==> src/design/pp_comm_pkg.sv <==
package pp_comm_pkg;

  // ----------------------------------------------------------------
  // clocking and derived counts
  // ----------------------------------------------------------------
  localparam int CLOCK_HZ          = 20_000_000;
  localparam int TIMER_HZ          = 10_000_000;
  localparam int TIMER_TICK_CYCLES = (CLOCK_HZ + TIMER_HZ - 1) / TIMER_HZ;
  localparam int TONE_HZ           = 1000;
  localparam int TONE_HALF_CYCLES  = CLOCK_HZ / (2 * TONE_HZ);

  // ----------------------------------------------------------------
  // register indices, byte address is index times four
  // ----------------------------------------------------------------
  localparam logic [5:0] IDX_COMMAND      = 6'h00;
  localparam logic [5:0] IDX_PRIORITY     = 6'h01;
  localparam logic [5:0] IDX_STARTUP      = 6'h02;
  localparam logic [5:0] IDX_ELAPSED_LO   = 6'h03;
  localparam logic [5:0] IDX_ELAPSED_HI   = 6'h04;
  localparam logic [5:0] IDX_AVAIL        = 6'h05;
  localparam logic [5:0] IDX_COND         = 6'h06;
  localparam logic [5:0] IDX_PROTECT      = 6'h07;
  localparam logic [5:0] CR_PROTECT_LIMIT = 6'h13;

  // ----------------------------------------------------------------
  // field positions
  // ----------------------------------------------------------------
  localparam int XFER_BIT     = 16;
  localparam int SU_START     = 0;
  localparam int SU_BOOT      = 1;
  localparam int SU_DISC      = 2;
  localparam int SU_OPER      = 3;
  localparam int SU_RATE_LO   = 4;
  localparam int SU_TONE_MODE = 6;
  localparam int SU_ALARM     = 7;
  localparam int COND_DONE    = 7;
  localparam int ADDR_W       = 24;

  // ----------------------------------------------------------------
  // codes and reset values
  // ----------------------------------------------------------------
  localparam logic [1:0]  RATE_NOMINAL = 2'h0;
  localparam logic [1:0]  CLASS_WRITE  = 2'h0;
  localparam logic [1:0]  CLASS_OPER   = 2'h2;
  localparam logic [31:0] RESET_WORD   = 32'h0000_0000;

endpackage

==> src/design/arb_if.sv <==
`timescale 1ns/1ps
interface arb_if;
  logic [7:0] req;
  logic [7:0] prio;
  logic       ready;
  logic       grant_valid;
  logic [2:0] grant_vp;
  modport arbiter (input req, prio, ready, output grant_valid, grant_vp);
  modport client  (output req, prio, ready, input grant_valid, grant_vp);
endinterface

==> src/design/mem_request_arbiter.sv <==
`timescale 1ns/1ps
module mem_request_arbiter (
  // clock and reset
  input wire logic clock,
  input wire logic arst_n,
  // request side
  arb_if.arbiter   port
);

  typedef struct packed {
    logic [7:0]       pending;
    logic [7:0][3:0]  age;
    logic             grant_valid;
    logic [2:0]       grant_vp;
    logic             gprio;
  } arb_t;

  arb_t st;
  arb_t next_st;

  // ----------------------------------------------------------------
  // selection
  // ----------------------------------------------------------------
  always_comb begin
    logic [2:0] best;
    logic       found;
    best = 3'h0;
    found = 1'b0;
    next_st = st;
    next_st.grant_valid = 1'b0;
    // then oldest; ages saturate, so very old ties fall back to index order
    for (int i = 0; i < 8; i++) begin
      if (st.pending[i]) begin
        if (!found || (port.prio[i] < port.prio[best]) ||
            (port.prio[i] == port.prio[best] && st.age[i] > st.age[best])) begin
          best = 3'(i);
          found = 1'b1;
        end
      end
      if (st.pending[i] && st.age[i] != 4'hf) begin
        next_st.age[i] = st.age[i] + 4'h1;
      end
    end
    if (found && port.ready) begin
      next_st.grant_valid = 1'b1;
      next_st.grant_vp = best;
      next_st.gprio = port.prio[best];
      next_st.pending[best] = 1'b0;
    end
    // a new request wins over the grant that clears it
    for (int i = 0; i < 8; i++) begin
      if (port.req[i]) begin
        next_st.pending[i] = 1'b1;
        next_st.age[i] = 4'h0;
      end
    end
  end

  always_ff @(posedge clock or negedge arst_n) begin
    if (!arst_n) begin
      st <= '0;
    end else begin
      st <= next_st;
    end
  end

  assign port.grant_valid = st.grant_valid;
  assign port.grant_vp = st.grant_vp;
endmodule

==> src/design/pp_comm_register_ctrl.sv <==
`timescale 1ns/1ps
module pp_comm_register_ctrl #(
  parameter int TONE_HALF = pp_comm_pkg::TONE_HALF_CYCLES
) (
  // clock and reset
  input  wire logic        clock,
  input  wire logic        arst_n,
  // register port
  input  wire logic [7:0]  reg_addr,
  input  wire logic [31:0] reg_wdata,
  input  wire logic        reg_wr,
  input  wire logic        reg_rd,
  input  wire logic [2:0]  reg_vp,
  output logic      [31:0] reg_rdata,
  // maintenance command
  input  wire logic [2:0]  unit_xfer_clear,
  output logic      [15:0] maint_command,
  output logic             maint_xfer,
  // unit condition events
  input  wire logic [7:0]  dcu_event,
  input  wire logic [7:0]  cp_event,
  input  wire logic [7:0]  mcu_event,
  // panels
  input  wire logic        start_btn,
  input  wire logic        load_btn,
  input  wire logic        init_switch_held,
  input  wire logic        init_switch_disc,
  input  wire logic        clock_rate_normal,
  input  wire logic        test_mode_normal,
  input  wire logic [2:0]  processor_select_switch,
  output logic             operating_lamp,
  output logic             alarm_out,
  output logic      [1:0]  clock_rate_sel,
  // time slot
  input  wire logic [2:0]  slot_vp,
  output logic             slot_priority,
  output logic             slot_cr_protect,
  output logic             slot_cm_protect,
  output logic             slot_override,
  // central memory requests
  input  wire logic [7:0]  mem_req,
  input  wire logic        mem_ready,
  output logic             mem_grant_valid,
  output logic      [2:0]  mem_grant_vp,
  input  wire logic        cm_chk_valid,
  input  wire logic [2:0]  cm_chk_vp,
  input  wire logic [1:0]  cm_chk_class,
  input  wire logic [23:0] cm_chk_addr,
  input  wire logic [71:0] cm_bound_lo,
  input  wire logic [71:0] cm_bound_hi,
  output logic             cm_write_suppress,
  output logic             vp_interrupt
);

  typedef struct packed {
    logic [15:0] command;
    logic        xfer;
    logic [15:0] priority_bits;
    logic [7:0]  startup;
    logic [39:0] timer;
    logic [3:0]  timer_div;
    logic [39:0] elapsed;
    logic [7:0]  avail;
    logic [7:0]  dcu_cond;
    logic [7:0]  cp_cond;
    logic [7:0]  mcu_cond;
    logic [7:0]  cr_prot;
    logic [7:0]  cm_prot;
    logic [31:0] rdata;
    logic        slot_prio;
    logic        slot_crp;
    logic        slot_cmp;
    logic        override;
    logic        interrupt;
    logic        suppress;
    logic [1:0]  rate;
    logic [15:0] tone_cnt;
    logic        tone;
    logic        alarm;
  } regs_t;

  regs_t st;
  regs_t next_st;

  // ----------------------------------------------------------------
  // request arbiter
  // ----------------------------------------------------------------
  arb_if arb ();
  assign arb.req = mem_req;
  assign arb.prio = st.priority_bits[7:0];
  assign arb.ready = mem_ready;

  mem_request_arbiter u_arbiter (
    .clock  (clock),
    .arst_n (arst_n),
    .port   (arb.arbiter)
  );

  assign mem_grant_valid = arb.grant_valid;
  assign mem_grant_vp = arb.grant_vp;

  // ----------------------------------------------------------------
  // decode helpers
  // ----------------------------------------------------------------
  logic [5:0]  idx;
  logic        load_valid;
  logic        startup_req;
  logic        wr_exempt;
  logic        wr_blocked;
  logic        wr_ok;
  logic [1:0]  bsel;
  logic [23:0] lo;
  logic [23:0] hi;
  logic        cm_viol;

  assign idx = reg_addr[7:2];
  assign load_valid = load_btn && init_switch_held;
  assign startup_req = start_btn || load_valid;
  assign wr_exempt = test_mode_normal && (reg_vp == processor_select_switch);
  assign wr_blocked = reg_wr && st.cr_prot[reg_vp] && !wr_exempt && (idx <= pp_comm_pkg::CR_PROTECT_LIMIT);
  assign wr_ok = reg_wr && !wr_blocked;
  assign bsel = (cm_chk_class > pp_comm_pkg::CLASS_OPER) ? pp_comm_pkg::CLASS_OPER : cm_chk_class;
  assign lo = cm_bound_lo[bsel * pp_comm_pkg::ADDR_W +: pp_comm_pkg::ADDR_W];
  assign hi = cm_bound_hi[bsel * pp_comm_pkg::ADDR_W +: pp_comm_pkg::ADDR_W];
  assign cm_viol = cm_chk_valid && st.cm_prot[cm_chk_vp] && (cm_chk_addr < lo || cm_chk_addr > hi);

  // ----------------------------------------------------------------
  // next state
  // ----------------------------------------------------------------
  always_comb begin
    next_st = st;
    next_st.rdata = pp_comm_pkg::RESET_WORD;
    // software writes
    if (wr_ok) begin
      case (idx)
        pp_comm_pkg::IDX_COMMAND: begin
          next_st.command = reg_wdata[15:0];
          next_st.xfer = reg_wdata[pp_comm_pkg::XFER_BIT];
        end
        pp_comm_pkg::IDX_PRIORITY: next_st.priority_bits = reg_wdata[15:0];
        pp_comm_pkg::IDX_STARTUP: next_st.startup = reg_wdata[7:0];
        pp_comm_pkg::IDX_AVAIL: next_st.avail = reg_wdata[7:0];
        pp_comm_pkg::IDX_PROTECT: begin
          next_st.cr_prot = reg_wdata[7:0];
          next_st.cm_prot = reg_wdata[15:8];
        end
        pp_comm_pkg::IDX_COND: begin
          next_st.dcu_cond = st.dcu_cond & ~reg_wdata[7:0];
          next_st.cp_cond = st.cp_cond & ~reg_wdata[15:8];
          next_st.mcu_cond = st.mcu_cond & ~reg_wdata[23:16];
        end
        default: ;
      endcase
    end
    // clear comes from any unit's bit of unit_xfer_clear; a software set in the same cycle wins
    if (|unit_xfer_clear && !(wr_ok && idx == pp_comm_pkg::IDX_COMMAND && reg_wdata[pp_comm_pkg::XFER_BIT])) begin
      next_st.xfer = 1'b0;
    end
    // unit event sets, wins over clear
    next_st.dcu_cond = next_st.dcu_cond | dcu_event;
    next_st.cp_cond = next_st.cp_cond | cp_event;
    next_st.mcu_cond = next_st.mcu_cond | mcu_event;
    if (startup_req) begin
      next_st.startup[pp_comm_pkg::SU_START] = 1'b1;
      next_st.startup[pp_comm_pkg::SU_OPER] = 1'b1;
    end
    if (load_valid) begin
      next_st.startup[pp_comm_pkg::SU_BOOT] = 1'b1;
      next_st.startup[pp_comm_pkg::SU_DISC] = init_switch_disc;
    end
    if (st.timer_div == 4'(pp_comm_pkg::TIMER_TICK_CYCLES - 1)) begin
      next_st.timer_div = 4'h0;
      next_st.timer = st.timer + 40'h00_0000_0001;
    end else begin
      next_st.timer_div = st.timer_div + 4'h1;
    end
    // copy refreshed every cycle, so writes never stick
    next_st.elapsed = st.timer;
    next_st.slot_prio = st.priority_bits[slot_vp];
    next_st.slot_crp = st.cr_prot[slot_vp];
    next_st.slot_cmp = st.cm_prot[slot_vp];
    next_st.suppress = cm_viol && (cm_chk_class == pp_comm_pkg::CLASS_WRITE);
    next_st.interrupt = cm_viol && (cm_chk_vp == processor_select_switch);
    next_st.override = wr_blocked || (cm_viol && (cm_chk_vp != processor_select_switch));
    if (clock_rate_normal && (st.startup[5:4] == 2'h1 || st.startup[5:4] == 2'h2)) begin
      // bit 4 is the code's first digit, so the pair is swapped onto the output
      next_st.rate = {st.startup[pp_comm_pkg::SU_RATE_LO], st.startup[pp_comm_pkg::SU_RATE_LO + 1]};
    end else begin
      next_st.rate = pp_comm_pkg::RATE_NOMINAL;
    end
    // fixed tone divider; its period is a parameter so benches can shorten it
    if (st.tone_cnt >= 16'(TONE_HALF - 1)) begin
      next_st.tone_cnt = 16'h0000;
      next_st.tone = !st.tone;
    end else begin
      next_st.tone_cnt = st.tone_cnt + 16'h0001;
    end
    if (st.startup[pp_comm_pkg::SU_TONE_MODE]) begin
      next_st.alarm = st.startup[pp_comm_pkg::SU_ALARM] && st.tone;
    end else begin
      next_st.alarm = st.startup[pp_comm_pkg::SU_ALARM];
    end
    // read data, unmapped reads zero
    if (reg_rd) begin
      case (idx)
        pp_comm_pkg::IDX_COMMAND:    next_st.rdata = {15'h0000, st.xfer, st.command};
        pp_comm_pkg::IDX_PRIORITY:   next_st.rdata = {16'h0000, st.priority_bits};
        pp_comm_pkg::IDX_STARTUP:    next_st.rdata = {24'h00_0000, st.startup};
        pp_comm_pkg::IDX_ELAPSED_LO: next_st.rdata = st.elapsed[31:0];
        pp_comm_pkg::IDX_ELAPSED_HI: next_st.rdata = {24'h00_0000, st.elapsed[39:32]};
        pp_comm_pkg::IDX_AVAIL:      next_st.rdata = {24'h00_0000, st.avail};
        pp_comm_pkg::IDX_COND:       next_st.rdata = {8'h00, st.mcu_cond, st.cp_cond, st.dcu_cond};
        pp_comm_pkg::IDX_PROTECT:    next_st.rdata = {16'h0000, st.cm_prot, st.cr_prot};
        default:                     next_st.rdata = pp_comm_pkg::RESET_WORD;
      endcase
    end
  end

  // ----------------------------------------------------------------
  // state register
  // ----------------------------------------------------------------
  // all cells cleared by reset
  always_ff @(posedge clock or negedge arst_n) begin
    if (!arst_n) begin
      st <= '0;
    end else begin
      st <= next_st;
    end
  end

  assign reg_rdata = st.rdata;
  assign maint_command = st.command;
  assign maint_xfer = st.xfer;
  assign operating_lamp = st.startup[pp_comm_pkg::SU_OPER];
  assign alarm_out = st.alarm;
  assign clock_rate_sel = st.rate;
  assign slot_priority = st.slot_prio;
  assign slot_cr_protect = st.slot_crp;
  assign slot_cm_protect = st.slot_cmp;
  assign slot_override = st.override;
  assign cm_write_suppress = st.suppress;
  assign vp_interrupt = st.interrupt;
endmodule

==> config.mk <==
export PLATFORM = sky130hd
export DESIGN_NAME = pp_comm_register_ctrl
export DESIGN_NICKNAME = d
export VERILOG_FILES = /design/src/design/pp_comm_pkg.sv /design/src/design/arb_if.sv /design/src/design/mem_request_arbiter.sv /design/src/design/pp_comm_register_ctrl.sv
export SDC_FILE = /design/constraint.sdc
export NUM_CORES = 1
export LEC_CHECK = 0
export BUFFER_PORTS_ARGS = -buffer_cell sky130_fd_sc_hd__clkbuf_2
export CORE_ASPECT_RATIO = 0.9
export CORE_MARGIN = 3
export CORE_UTILIZATION = 39
export CTS_BUF_LIST = sky130_fd_sc_hd__clkbuf_8
export DETAILED_ROUTE_END_ITERATION = 8
export SYNTH_ARGS = -nofsm -noshare
export SYNTH_HDL_FRONTEND = slang
export SYNTH_HIERARCHICAL = 1
export SYNTH_SLANG_ARGS = --single-unit
==> constraint.sdc <==
create_clock -name clock -period 13.4 [get_ports clock]
set_input_delay 1.34 -clock clock [delete_from_list [all_inputs] [get_ports clock]]
set_output_delay 1.34 -clock clock [all_outputs]
set_load 0.02 [all_outputs]
==> run summary <==
H-Tree Depth: 2
CP Capture Type: flop
Nets@finish: 2123
Most common cell on crit path: ha_1
RSZ-0062 raised after global routing: false
Worst reg2reg path endpoint: u_arbiter/st[41]
Netlist cell types: 81
Fmax: 81.3 MHz
Synth top area share: 0.449
Clock Power Share: 0.166
Most frequent cells after synthesis: dfrtp_1, nor2_1, nand2_1
Vias in the first global route: 12.6k
Die H: 194 microns
Hold path depth: 0
Worst Reg-to-Reg Cells: 57
Initial Utilization: 0.398
WL/cell: 19.6 microns
Port-buffer cells: 321
Core ar.: 0.0385 sq mm
WHS Endpoint: st[139]
Relative slew margins: 0.210
Worst Hold Class: reg2reg
Share of cells above drive strength 1: 0.297
Post-DRT Antenna Nets: 0
Register area: 0.00688 sq mm
Maximum vdd ir drop: 383 uV
Setup Skew: 0.0353 ns
Clock transition at path regs: 0.06 ns
Reg-to-reg slack, setup: 1.10 ns
DP Worst Slack: 0.673 ns
GRT Total Usage: 0.215
Final min period: 12.30 ns
Area Growth Syn to Fin: 19.2%
Leading area contributor after synthesis: dfrtp_1
Most numerous cell in the Yosys netlist: dfrtp_1
Yosys reg bits: 275
HP Start: next_st[139]
Hold_buf cts: 0
Netlist Area Pre-Place: 0.0153 sq mm
Die area: 0.0417 sq mm
Total CTS buffers: 48
Sw frac: 0.436
Cell-internal power: 2700 uW
Synthesized instance count: 1460
Final setup vio count: 0
# fillers: 3696
GP Congestion: 0.931
Reg2reg start: u_arbiter/st[8]
Psw: 2090 uW
Worst EP arrival: 12.78 ns
Comb pwr share: 0.636
DR pass1 iterations: 5
Detailed placement HPWL: 34300 microns
Total Routed Length: 45600 microns
Fin. Hold Viols: 0
Clock sink total: 275
Flop pwr share: 0.199
Worst Path Required: 13.87 ns
Core Util, Final: 0.474
Slowest-stage cell, CP: a2111oi_0
Total negative slack: 0 ns
DR DRC count: 0
Max Cap Violations: 0
FP Rows: 68
Crit path largest cell delay: 0.42 ns
Largest cells by area after synthesis: dfrtp_1, ha_1, mux2_2
# IOs: 332
Vias/cell: 5.27
Synth warn: 6
Status: completed
Pleak: 0.00893 uW
Number of flops mapped to enable cells by yosys: 0
Tightest Pin Transition: 1.18 ns
First-pass GRT wire length: 71400 microns
Synth async-reset ratio: 1.00
Crit path launch type: flop
Most used DFF post-synth: dfrtp_1
Total gr overflow: 0
Largest net degree at the start of global routing: 176
Mapped Avg Cell Area: 10.5 sq um
Maximum net fanout on the critical path: 10
Number of antenna violations at the first check in global routing: 6
Root buf cell: clkbuf_8
Pwr/cell area: 262 mW/mm^2
CTS Buffer Depth: 3
Sequential fraction of the synthesis area: 0.449
Final-report max-slew violation count: 0
Worst setup path class: reg2reg
Area of the multi-input gates: 0.00772 sq mm
Chip width: 215 microns
Initial DRC count: 741
CTS tree: built
Clk_lat worst skew: 0.60 ns
Final WS setup: 1.10 ns
Via count: 12.3k
Fin crit share: 0.918
==> worst max-delay path by stage <==
stage / startpoint / to / slack, ns / cells after the start
floorplan: u_arbiter/st[8] / u_arbiter/st[37] / 2.05 / 58
global placement: u_arbiter/st[8] / u_arbiter/st[41] / 0.86 / 56
detailed placement: u_arbiter/st[8] / u_arbiter/st[41] / 0.67 / 58
CTS: u_arbiter/st[8] / u_arbiter/st[41] / 0.62 / 58
global route: u_arbiter/st[8] / u_arbiter/st[41] / 0.07 / 59
finish: u_arbiter/st[8] / u_arbiter/st[41] / 1.10 / 57
==> registers in the layout, summed over array words and instances, names as in the netlist <==
signal	flops
alarm_out	1
clock_rate_sel	2
slot_priority	1
slot_cr_protect	1
next_st	40
cm_write_suppress	1
reg_rdata	32
vp_interrupt	1
slot_cm_protect	1
u_arbiter/port.grant_valid	1
slot_override	1
u_arbiter/st	40
u_arbiter/port.grant_vp	3
arb.prio	8
operating_lamp	1
maint_command	16
maint_xfer	1
st	124
==> routing by layer <==
| layer | global-route usage | vias up | share of wire |
|---|---|---|---|
| li1 | - | 5856 | - |
| met1 | 0.271 | 5952 | 0.43 |
| met2 | 0.368 | 393 | 0.48 |
| met3 | 0.0436 | 71 | 0.062 |
| met4 | 0.0732 | 2 | 0.032 |
| met5 | 0 | - | 0.00033 |
==> through the flow <==
step,instance area (sq um),instances,hold WS (ns),total power (uW)
after global placement,17200,2234,0.385,3870
after detailed placement,17200,2234,0.398,3920
after floorplan,15300,1461,0.355,2880
final,18300,2328,0.411,4790
after global routing,18300,2327,0.429,5180
after CTS,18200,2321,0.417,4740
==> cell families after synthesis <==
| kind of cell | count (synthesis) | synth area share |
|---|---|---|
| flip-flops | 275 | 0.449 |
| buffers and inverters | 133 | 0.0485 |
| XOR/XNOR | 78 | 0.0446 |
| multiplexers | 154 | 0.115 |
| AO/OA/AOI/OAI | 284 | 0.126 |
| AND/OR/NAND/NOR | 443 | 0.141 |
| other | 1 | 0.000245 |
| adder cells (fa/ha/maj) | 92 | 0.0751 |
==> layout make-up <==
| class | count | share of cell area |
|---|---|---|
| Clock buffer | 59 | 0.0444 |
| Tap cell | 525 | 0.0360 |
| Sequential cell | 275 | 0.377 |
| Inverter | 30 | 0.00616 |
| Timing Repair Buffer | 354 | 0.103 |
| Antenna cell | 4 | 0.000548 |
| Clock inverter | 28 | 0.0109 |
| Multi-Input combinational cell | 1053 | 0.423 |
==> cell usage in the layout (no fill, tap or decap), types with 5 or more instances in the layout <==
| cell | count |
|---|---|
| buf_4 | 32 |
| a22oi_1 | 56 |
| clkbuf_8 | 59 |
| a21oi_1 | 96 |
| mux2_1 | 14 |
| mux2i_1 | 66 |
| ha_1 | 92 |
| mux2_2 | 63 |
| a41oi_1 | 8 |
| nand3_1 | 63 |
| clkbuf_2 | 319 |
| nand4_1 | 26 |
| clkinv_2 | 6 |
| a211oi_1 | 5 |
| mux4_2 | 10 |
| nor2_1 | 139 |
| nor2b_1 | 8 |
| nor3_1 | 19 |
| nand2_1 | 114 |
| xor2_1 | 23 |
| inv_1 | 46 |
| and3_1 | 20 |
| o211ai_1 | 8 |
| a21o_1 | 42 |
| dfrtp_1 | 275 |
| a31oi_1 | 11 |
| xnor2_1 | 55 |
| o21ai_0 | 18 |
| nand2b_1 | 6 |
==> power groups by stage <==
stage	logic, uW	registers [uW]	clock network [uW]
finish	3040	951	794
global route	3370	958	858
CTS	2970	950	818
detailed placement	2950	964	0
global placement	2910	963	0
floorplan	1940	942	0
==> critical path: cells and delay by family, from the launching register on <==
family | cells | cell delay (ns)
AND/OR/NAND/NOR | 16 | 2.42
AO/OA/AOI/OAI | 22 | 4.89
multiplexers | 5 | 1.26
adder cells (fa/ha/maj) | 7 | 2.10
flip-flops | 1 | 0.41
buffers and inverters | 7 | 1.10
==> what timing repair did <==
item / in CTS / in global routing
hold endpoints to repair: 0 / 0
setup buffers: 0 / 3
endpoints found under the setup margin: 0 / 10
resized for setup: 0 / 5
No activity file was read; power rests on OpenSTA's default activity.
